`src/pkg/csr_params.svh`:
```
// Constants for the card suspend and resume command handler
`ifndef CSR_PARAMS_SVH
`define CSR_PARAMS_SVH
`define CSR_P1_SUSPEND 8'h00
`define CSR_P1_RESUME 8'h01
`define CSR_P1_SEL_AID 8'h04
`define CSR_LC_SUSPEND 8'h04
`define CSR_LE_SUSPEND 8'h0a
`define CSR_LC_RESUME 8'h08
`define CSR_UNIT_MAX 8'h04
`define CSR_SW_OK 16'h9000
`define CSR_SW_COND 16'h6985
`define CSR_SW_SEC 16'h6982
`define CSR_SW_MINBIG 16'h9864
`define CSR_SW_PARAM 16'h6a86
`define CSR_SW_WRONGLEN 16'h6700
`define CSR_SW_INS 16'h6d00
`define CSR_INS_SUSPEND 8'h76
`define CSR_INS_SELECT 8'ha4
`define CSR_INS_RD_BIN 8'hb0
`define CSR_INS_RD_REC 8'hb2
`define CSR_INS_TERM_CAP 8'haa
`define CSR_LFSR_SEED 64'h0123_4567_89ab_cdef
`define CSR_LFSR_TAPS 64'hd800_0000_0000_0000
`define CSR_MAX_SECS 32'd864000
`define CSR_SECS_ONE 32'd1
`define CSR_SECS_MINUTE 32'd60
`define CSR_SECS_HOUR 32'd3600
`define CSR_SECS_DAY 32'd86400
`define CSR_UNIT_SEC 8'h00
`define CSR_UNIT_MIN 8'h01
`define CSR_UNIT_HOUR 8'h02
`define CSR_UNIT_DAY 8'h03
`define CSR_P2_NONE 8'h00
`endif

```
`src/pkg/csr_pkg.sv`:
```
// Types shared by the suspend and resume handler
package csr_pkg;
  typedef struct packed {
    logic [7:0] ins;
    logic [7:0] p1;
    logic [7:0] p2;
    logic [7:0] lc;
    logic le_present;
    logic [7:0] le;
    logic [63:0] data;
  } csr_cmd_t;

  typedef struct packed {
    logic [7:0] unit;
    logic [7:0] count;
  } csr_dur_t;

  typedef struct packed {
    logic [15:0] sw;
    logic [3:0] rlen;
    logic [79:0] rdata;
  } csr_rsp_t;

  typedef enum logic [3:0] {
    CSR_IDLE = 4'b0001,
    CSR_EVAL = 4'b0010,
    CSR_SAVE = 4'b0100,
    CSR_DONE = 4'b1000
  } csr_state_t;
endpackage : csr_pkg

```
`src/rtl/csr_lfsr.sv`:
```
// Free-running token generator for resume tokens
`timescale 1ns/1ps
module csr_lfsr #(
  parameter int WIDTH = 64
) (
  input wire logic clk,
  input wire logic rst_n,
  input wire logic [WIDTH-1:0] entropy,
  output logic [WIDTH-1:0] value
);
  `include "csr_params.svh"
  logic [WIDTH-1:0] lfsr_reg;
  logic [WIDTH-1:0] lfsr_next;

  // Galois step stirred with outside entropy so tokens are not a fixed sequence
  always_comb begin
    lfsr_next = {1'b0, lfsr_reg[WIDTH-1:1]} ^ entropy;
    if (lfsr_reg[0]) begin
      lfsr_next = lfsr_next ^ WIDTH'(`CSR_LFSR_TAPS);
    end
    if (lfsr_next == '0) begin
      lfsr_next = WIDTH'(`CSR_LFSR_SEED);
    end
  end

  always_ff @(posedge clk or negedge rst_n) begin
    if (!rst_n) begin
      lfsr_reg <= WIDTH'(`CSR_LFSR_SEED);
    end else begin
      lfsr_reg <= lfsr_next;
    end
  end

  assign value = lfsr_reg;
endmodule : csr_lfsr

```
`src/rtl/csr_handler.sv`:
```
// Suspend and resume command handler of the card
`timescale 1ns/1ps
module csr_handler (
  input wire logic clk,
  input wire logic rst_n,
  input wire logic cmd_valid,
  input wire csr_pkg::csr_cmd_t cmd,
  input wire logic proactive_active,
  input wire logic bearer_independent_channel_open,
  input wire logic secure_channel_active,
  input wire logic internal_refuse,
  input wire csr_pkg::csr_dur_t max_accept_min,
  input wire logic [63:0] entropy,
  output logic cmd_ready,
  output logic rsp_valid,
  output csr_pkg::csr_rsp_t rsp,
  output logic save_state,
  output logic restore_state,
  output logic discard_state,
  output logic suspended_pending,
  output logic handled
);
  import csr_pkg::*;
  `include "csr_params.svh"

  typedef struct packed {
    csr_state_t st;
    csr_cmd_t cmd;
    logic valid;
    logic [63:0] token;
    csr_rsp_t rsp;
    logic save;
    logic restore;
    logic discard;
    logic handled;
  } csr_regs_t;

  csr_regs_t s_reg;
  csr_regs_t s_next;
  logic [63:0] rnd;

  csr_lfsr #(
    .WIDTH(64)
  ) u_lfsr (
    .clk(clk),
    .rst_n(rst_n),
    .entropy(entropy),
    .value(rnd)
  );

  // Converts a duration to seconds so unit and count compare across units
  function automatic logic [31:0] dur_secs(input csr_dur_t d);
    logic [31:0] mult;
    mult = `CSR_SECS_ONE;
    case (d.unit)
      `CSR_UNIT_SEC: mult = `CSR_SECS_ONE;
      `CSR_UNIT_MIN: mult = `CSR_SECS_MINUTE;
      `CSR_UNIT_HOUR: mult = `CSR_SECS_HOUR;
      `CSR_UNIT_DAY: mult = `CSR_SECS_DAY;
      // Code four, and any cap unit code above four, takes this value; dmin and dmax codes above four are refused before it is used
      default: mult = `CSR_MAX_SECS;
    endcase
    dur_secs = 32'(mult * {24'h0, d.count});
  endfunction : dur_secs

  // tolerated command set
  // Tolerated commands keep a pending suspended state alive
  function automatic logic tolerated(input csr_cmd_t c);
    tolerated = (c.ins == `CSR_INS_SELECT && c.p1 != `CSR_P1_SEL_AID) ||
                c.ins == `CSR_INS_RD_BIN || c.ins == `CSR_INS_RD_REC ||
                c.ins == `CSR_INS_TERM_CAP;
  endfunction : tolerated

  csr_dur_t dmin;
  csr_dur_t dmax;
  csr_dur_t dcap;
  assign dmin = s_reg.cmd.data[63:48];
  assign dmax = s_reg.cmd.data[47:32];
  assign dcap = max_accept_min;

  always_comb begin
    s_next = s_reg;
    s_next.save = 1'b0;
    s_next.restore = 1'b0;
    s_next.discard = 1'b0;
    case (s_reg.st)
      CSR_IDLE: begin
        if (cmd_valid) begin
          s_next.cmd = cmd;
          s_next.st = CSR_EVAL;
          s_next.handled = (cmd.ins == `CSR_INS_SUSPEND);
          if (s_reg.valid && cmd.ins != `CSR_INS_SUSPEND && !tolerated(cmd)) begin
            s_next.valid = 1'b0;
            s_next.discard = 1'b1;
          end
        end
      end
      CSR_EVAL: begin
        s_next.st = CSR_DONE;
        s_next.rsp = '0;
        s_next.rsp.sw = `CSR_SW_OK;
        if (!s_reg.handled) begin
          s_next.rsp.sw = `CSR_SW_INS;
        end else if (s_reg.cmd.p1 == `CSR_P1_SUSPEND) begin
          if (s_reg.cmd.p2 != `CSR_P2_NONE) begin
            s_next.rsp.sw = `CSR_SW_PARAM;
          end else if (s_reg.cmd.lc != `CSR_LC_SUSPEND || !s_reg.cmd.le_present ||
                       s_reg.cmd.le != `CSR_LE_SUSPEND) begin
            s_next.rsp.sw = `CSR_SW_WRONGLEN;
          end else if (dmin.unit > `CSR_UNIT_MAX || dmax.unit > `CSR_UNIT_MAX ||
                       dur_secs(dmin) > dur_secs(dmax)) begin
            s_next.rsp.sw = `CSR_SW_PARAM;
          end else if (proactive_active || bearer_independent_channel_open ||
                       secure_channel_active || internal_refuse) begin
            s_next.rsp.sw = `CSR_SW_COND;
          end else if (dur_secs(dmin) > dur_secs(dcap)) begin
            s_next.rsp.sw = `CSR_SW_MINBIG;
          end else begin
            s_next.st = CSR_SAVE;
          end
        end else if (s_reg.cmd.p1 == `CSR_P1_RESUME) begin
          if (s_reg.cmd.p2 != `CSR_P2_NONE) begin
            s_next.rsp.sw = `CSR_SW_PARAM;
          end else if (s_reg.cmd.lc != `CSR_LC_RESUME || s_reg.cmd.le_present) begin
            s_next.rsp.sw = `CSR_SW_WRONGLEN;
          end else if (!s_reg.valid) begin
            s_next.rsp.sw = `CSR_SW_COND;
          end else if (s_reg.cmd.data != s_reg.token) begin
            s_next.rsp.sw = `CSR_SW_SEC;
          end else begin
            s_next.restore = 1'b1;
          end
          if (s_reg.valid) begin
            s_next.valid = 1'b0;
            s_next.discard = 1'b1;
          end
        end else begin
          s_next.rsp.sw = `CSR_SW_PARAM;
        end
      end
      CSR_SAVE: begin
        s_next.token = rnd;
        s_next.valid = 1'b1;
        s_next.save = 1'b1;
        s_next.rsp.sw = `CSR_SW_OK;
        s_next.rsp.rlen = 4'(`CSR_LE_SUSPEND);
        if (dur_secs(dmax) <= dur_secs(dcap)) begin
          s_next.rsp.rdata = {dmax, rnd};
        end else begin
          s_next.rsp.rdata = {dcap, rnd};
        end
        s_next.st = CSR_DONE;
      end
      CSR_DONE: begin
        s_next.st = CSR_IDLE;
      end
      default: begin
        s_next.st = CSR_IDLE;
      end
    endcase
  end

  always_ff @(posedge clk or negedge rst_n) begin
    if (!rst_n) begin
      s_reg <= '{st: CSR_IDLE, default: '0};
    end else begin
      s_reg <= s_next;
    end
  end

  // Only one command in flight; the terminal waits for the status word
  assign cmd_ready = (s_reg.st == CSR_IDLE);
  assign rsp_valid = (s_reg.st == CSR_DONE);
  assign rsp = s_reg.rsp;
  assign save_state = s_reg.save;
  assign restore_state = s_reg.restore;
  assign discard_state = s_reg.discard;
  assign suspended_pending = s_reg.valid;
  assign handled = s_reg.handled;
endmodule : csr_handler

```
`config.mk`:
```
export PLATFORM = sky130hd
export DESIGN_NAME = csr_handler
export DESIGN_NICKNAME = d
export VERILOG_FILES = /design/src/pkg/csr_pkg.sv /design/src/rtl/csr_lfsr.sv /design/src/rtl/csr_handler.sv
export VERILOG_INCLUDE_DIRS = /design/src /design/src/pkg
export SDC_FILE = /design/constraint.sdc
export NUM_CORES = 1
export LEC_CHECK = 0
export BUFFER_PORTS_ARGS = -buffer_cell sky130_fd_sc_hd__clkbuf_2
export CAP_MARGIN = 5
export CORE_ASPECT_RATIO = 1.75
export CORE_MARGIN = 3
export CORE_UTILIZATION = 56
export DETAILED_ROUTE_END_ITERATION = 10
export GPL_TIMING_DRIVEN = 0
export PLACE_DENSITY = 0.75
export SETUP_SLACK_MARGIN = 0.02
export SLEW_MARGIN = 5
export SYNTH_ARGS = -nofsm -noshare
export SYNTH_HDL_FRONTEND = slang
export SYNTH_SLANG_ARGS = --single-unit
```
`constraint.sdc`:
```
create_clock -name clk -period 15.55 [get_ports clk]
set_input_delay 0.7775 -clock clk [delete_from_list [all_inputs] [get_ports clk]]
set_output_delay 0.7775 -clock clk [all_outputs]
set_load 0.03 [all_outputs]
```
### Yosys cells after proc, flatten, opt, wreduce, memory -nomap -nowiden

Index checks and enable logic that the tools add are counted.

* bits of input ports: 192
* word-level logic and storage cells: 159
* output and inout port bits: 107
* register bits: 342

* multiplexer cells: 72
* order comparisons: 5
* bitwise gates (word level): 2
* eq/ne operators: 30
* reduce and logical (&&, ||, !) cells: 26
* multipliers: 6

Operator list (number)
* 32-bit two-way mux: 26
* 20-bit one-hot mux with 4 select lines: 3
* 100-bit one-hot mux with 2 select lines: 1
* 32-bit by 8-bit multiplier with 32-bit output: 6
* 16-bit two-way mux: 11
* 64-bit two-way mux: 2
* 110-bit two-way mux: 1
* 80-bit two-way mux: 1
* 32-bit greater-than comparator: 2
* 64-bit zero test: 1
* 64-bit != test: 1
* 63-bit by 64-bit XOR with 64-bit output: 1
* 8-bit by 2-bit == test with 1-bit output, second input constant: 6
* 8-bit by 1-bit == test with 1-bit output, second input constant: 4
* 8-bit == test, second input constant: 4
* 32-bit <= comparator: 1
* 8-bit zero test: 4
* 4-bit two-way mux: 7
* 8-bit by 3-bit greater-than comparator with 1-bit output, second input constant: 2
* 8-bit by 3-bit != test with 1-bit output, second input constant: 2
* 8-bit by 4-bit != test with 1-bit output, second input constant: 2
* 1-bit two-way mux: 12
* 12-bit two-way mux: 1
* 4-bit one-hot mux with 3 select lines: 1
* 20 further kinds: 39

### Longest topological paths before layout

* depth after elaboration: 27
* mapped depth: 40
* mapped depth without buffers: 39

### Hierarchy

From an unflattened synthesis, not the netlist that was laid out.

* cell total of the unflattened synthesis: 3044
* area, all modules: 29492.0 um^2

Modules (own cells, without submodules)
* csr_handler: times used 1, seq. area each 6557.5 um^2, cells each 2850, area each 26730.6 um^2
* csr_lfsr: times used 1, seq. area each 1641.6 um^2, cells each 194, area each 2761.4 um^2

### Least setup slack after synthesis

OpenSTA, ideal clock, no wires.

* kind: flip-flop to flip-flop
* start point: register s_reg, in the netlist dmax[15]
* end point: register s_reg, in the netlist rsp[98]
* arrival time: 7.837 ns
* setup time: 0.119 ns
* setup slack: 7.595 ns
* stages on the path, launching flop included: 38
* clock period less this slack: 7.955 ns
* data required time: 15.431 ns
* buffers on the path: 1
* cell sequence: dfrtp_1 nor3_1 nand2_1 or2_2 nor3_1 nor2_1 and2_1 fa_1 fa_1 fa_1 inv_1 fa_1 inv_1 ha_1 clkbuf_1 a211o_1 a21oi_1 o21ai_2 [2 not listed] a21oi_1 nor2_1 o21ai_0 nand2b_1 xnor2_1 inv_1 ha_1 nand4_1 nor2_1 nand2_1 nor3_1 nand2_1 or3_1 a21oi_1 nand3_1 a21oi_1 nor2_1 o21a_1

* cells in the longest elaborated chain, start to end: 16
* elaborated cells between the ends (all ways): 27
* those cells by class: 1 x mul; 2 x order compare; 4 x eq/ne; 17 x mux; 3 x reduce/logical

RTL lines
* start: declaration: line csr_handler.sv:38 `csr_regs_t s_reg;`
* start signal: assignment: line csr_handler.sv:167 `s_reg <= s_next;`
* 8-bit by 2-bit == test with 1-bit output (tied with other cells): line csr_handler.sv:55 `case (d.unit)`
* 20-bit one-hot mux with 4 select lines: line csr_handler.sv:55
* 32-bit two-way mux: line csr_handler.sv:107 `` end else if (s_reg.cmd.lc != `CSR_LC_SUSPEND || !s_reg.cmd.le_present || ``
* 32-bit two-way mux: line csr_handler.sv:105 `` if (s_reg.cmd.p2 != `CSR_P2_NONE) begin ``
* 32-bit two-way mux: line csr_handler.sv:104 `` end else if (s_reg.cmd.p1 == `CSR_P1_SUSPEND) begin ``
* 32-bit two-way mux: line csr_handler.sv:102 `if (!s_reg.handled) begin`
* 32-bit two-way mux: line csr_handler.sv:86 `case (s_reg.st)`
* 32-bit by 8-bit multiplier with 32-bit output: line csr_handler.sv:63 `dur_secs = 32'(mult * {24'h0, d.count});`
* 32-bit greater-than comparator: line csr_handler.sv:111 `dur_secs(dmin) > dur_secs(dmax)) begin`
* 1-bit logical OR: line csr_handler.sv:110 `` end else if (dmin.unit > `CSR_UNIT_MAX || dmax.unit > `CSR_UNIT_MAX || ``
* 16-bit two-way mux: line csr_handler.sv:110
* 16-bit two-way mux: line csr_handler.sv:107
* 16-bit two-way mux: line csr_handler.sv:105
* 16-bit two-way mux *: line csr_handler.sv:104
* 16-bit two-way mux *: line csr_handler.sv:102
* 100-bit one-hot mux with 2 select lines *: line csr_handler.sv:86

Mark *: on every way between the ends. The rest lies on a longest branch, timed or not. The select of a mux whose other input is x is not followed.
A chain may end at the register's enable or synchronous reset.

### Worst setup path after layout

* start point: register s_reg, in the netlist dmax[13]
* end point: register s_reg, in the netlist rsp[86]

* cells in the longest elaborated chain, start to end: 16
* elaborated cells between the ends (all ways): 21
* those cells by class: 1 x mul; 2 x order compare; 3 x eq/ne; 12 x mux; 3 x reduce/logical

RTL lines (line)
* 8-bit by 2-bit == test with 1-bit output (tied with other cells): csr_handler.sv:55
* 20-bit one-hot mux with 4 select lines: csr_handler.sv:55
* 32-bit two-way mux: csr_handler.sv:107
* 32-bit two-way mux: csr_handler.sv:105
* 32-bit two-way mux: csr_handler.sv:104
* 32-bit two-way mux: csr_handler.sv:102
* 32-bit two-way mux: csr_handler.sv:86
* 32-bit by 8-bit multiplier with 32-bit output: csr_handler.sv:63
* 32-bit greater-than comparator: csr_handler.sv:111
* 1-bit logical OR *: csr_handler.sv:110
* 16-bit two-way mux *: csr_handler.sv:110
* 16-bit two-way mux *: csr_handler.sv:107
* 16-bit two-way mux *: csr_handler.sv:105
* 16-bit two-way mux *: csr_handler.sv:104
* 16-bit two-way mux *: csr_handler.sv:102
* 100-bit one-hot mux with 2 select lines *: csr_handler.sv:86

Marked as above.

==> metrics.yaml <==
cts_tree: "yes"
drive_gt1_share_pct: 18.0
slowest_delay_ps: 820
reg2reg_depth: 32
routed_via_density: 5.70
startpoint: "dmax[13]"
required_ps: 15990
ioPinCount: 299
setup_viol: 0
drc: 0
holdBufCountCts: 0
overflow: 0
cts_root_buf: "clkbuf_16"
synth_ff_type: "dfrtp_1"
rr_startpoint: "dmax[13]"
final_nets: 4055
antenna_left: 0
netlist_area_um2: 29000
synthCells: 3005
post-route-period-util_pct: 66.2
met1_length_mm: 28.5
fp.dieW_um: 178
area.growth.synth_to_final_pct: 11.5
slew_headroom_pct: 16.5
finalMaxSlewViolations: 0
hold_viol: 0
outcome: "completed"
largest_register_ffs: 133
worstReg2RegEnd: "rsp[86]"
grt_use_total_pct: 33.2
cts.clk_slew.worst_paths_ps: 70
yosysSeqAreaShare_pct: 28.3
crit_path_frequent_cell: "fa_1"
h-tree-depth: 1
first_pass_iters: 5
tns_ps: 0
r2r_setup_slack_ps: 5250
worst_slew_pin_slew_ps: 1240
endpoint_kind: "register"
arrival_ps: 10740
antenna_found_initial: 11
grt_max_degree: 111
path_max_fanout: 10
max_freq_mhz: 97.1
grt_pass1_wl_mm: 137
wl_met2_mm: 48.0
dieArea_um2: 54700
clk_latency_ps: 570
yosys.area.top_type: "dfrtp_1"
drtIter0Drc: 1194
gp_congestion: 1.04
num_rows: 109
hpwl_mm: 76.4
route.met3.wl_mm: 4.40
crit_type: "register to register"
fillCellCount: 4277
avgSynthCellArea_um2: 9.65
synth_common_cells: "inv_1 (425), nand2_1 (392), ha_1 (310)"
fin_crit_ps: 10300
hp-class: "primary input to async pin"
cts-buffers-inserted: 28
finClkSkew_ps: 26.7
ys_warn_count: 0
synth_top_area_share_pct: 25.3
synth-seq-cells: 326
core_area_um2: 50900
drv_cap: 0
yosys.cell_types.count: 87
port_buffers: 291
grt_pass1_vias: 25100
top_layer: "met5"
critPathCapture: "rsp[86]"
synth_edf_count: 0
totalWireLength_mm: 90.2
rsz0062_at_grt: "false"
crit_slowest_cell: "a2111oi_0"
post_drt_wl_per_cell_um: 22.4
cts_resized: 0
cp-start-kind: "register"
cts.sinks: 326
postCtsSetupRepairBufs: 0
start_util_pct: 57.0
ys_top_cells_by_area: "dfrtp_1 (25%), fa_1 (15%), ha_1 (13%)"
cts_buffer_depth: 3
die_h_um: 307
vias: 23000
async_reset_ff_share_pct: 100
yosysMostFrequentCell: "inv_1"
-- worst min-delay path by stage --
stage / endpoint / slack [ps] / cells past startpoint
6_report: s_reg[247] / 180 / 1
5_1_grt: s_reg[256] / 210 / 1
4_1_cts: s_reg[247] / 190 / 1
3_5_place_dp: rsp[63] / 470 / 2
3_3_place_gp: rsp[63] / 460 / 2
2_1_floorplan: rsp[63] / 450 / 2
-- placed cells by master (no fill, tap or decap), types with 14 or more instances in the layout --
cell type,count
inv_1,425
xnor2_1,76
buf_4,101
a21o_1,46
ha_1,310
or2_2,14
nor4_1,37
clkbuf_1,74
o21ai_0,66
nand3_1,31
o21a_1,20
dfrtp_1,293
clkbuf_16,29
mux2_2,94
dfstp_2,33
a21oi_1,83
clkbuf_2,291
nor2_1,75
nor2b_1,15
nand4_1,52
fa_1,221
and2_1,104
nand2_1,392
o211ai_1,27
nand2b_1,24
xor2_1,130
a211oi_1,14
nor3_1,30
a22o_1,65
-- area by class of cell --
class | instances | area, um^2 | share of cell area, %
multi-input combinational | 2073 | 18100 | 56.1
sequential | 326 | 8200 | 25.4
inverter | 427 | 1600 | 4.96
timing repair buffer | 294 | 1550 | 4.79
buffer | 182 | 1090 | 3.37
clock buffer | 45 | 856 | 2.65
tap | 666 | 833 | 2.58
clock inverter | 7 | 67.6 | 0.209
antenna | 5 | 12.5 | 0.0387
-- routing by layer --
metal  vias to the layer above  GRT usage [%]
li1                      10500              -
met1                     11300           30.5
met2                       757           61.7
met3                       364           5.71
met4                        10           27.5
met5                         -              0
-- cell families after synthesis --
| group | after synthesis | share of synthesized area [%] |
|---|---|---|
| flops | 326 | 28.3 |
| buf+inv | 609 | 9.28 |
| mux | 95 | 3.68 |
| simple gates | 823 | 13.7 |
| xor+xnor | 208 | 6.38 |
| fa+ha+maj | 532 | 28.7 |
| compound gates | 411 | 10.0 |
| other cells | 1 | 0.0129 |
-- stage by stage --
| stage | worst slack [ps] | instances | area, um^2 | util [%] | hold slack (ps) |
|---|---|---|---|---|---|
| after global routing | 4820 | 4024 | 32300 | 63.6 | 213 |
| after detailed placement | 5060 | 3968 | 31400 | 61.7 | 470 |
| after CTS | 5000 | 4020 | 32300 | 63.5 | 185 |
| after global placement | 5180 | 3965 | 31300 | 61.5 | 465 |
| final | 5250 | 4025 | 32300 | 63.6 | 180 |
| after floorplan | 7590 | 3008 | 29000 | - | 447 |
-- critical path: cells and delay by family (launching register included) --
kind            cells  cell delay [ps]
fa+ha+maj           6             2610
xor+xnor            1              580
flops               1              510
buf+inv             5              690
compound gates     10             3160
simple gates       10             2590
Power is left out: the tool's default activity adds up to more than one toggle a clock period on the data nets, which glitch-free logic cannot reach.
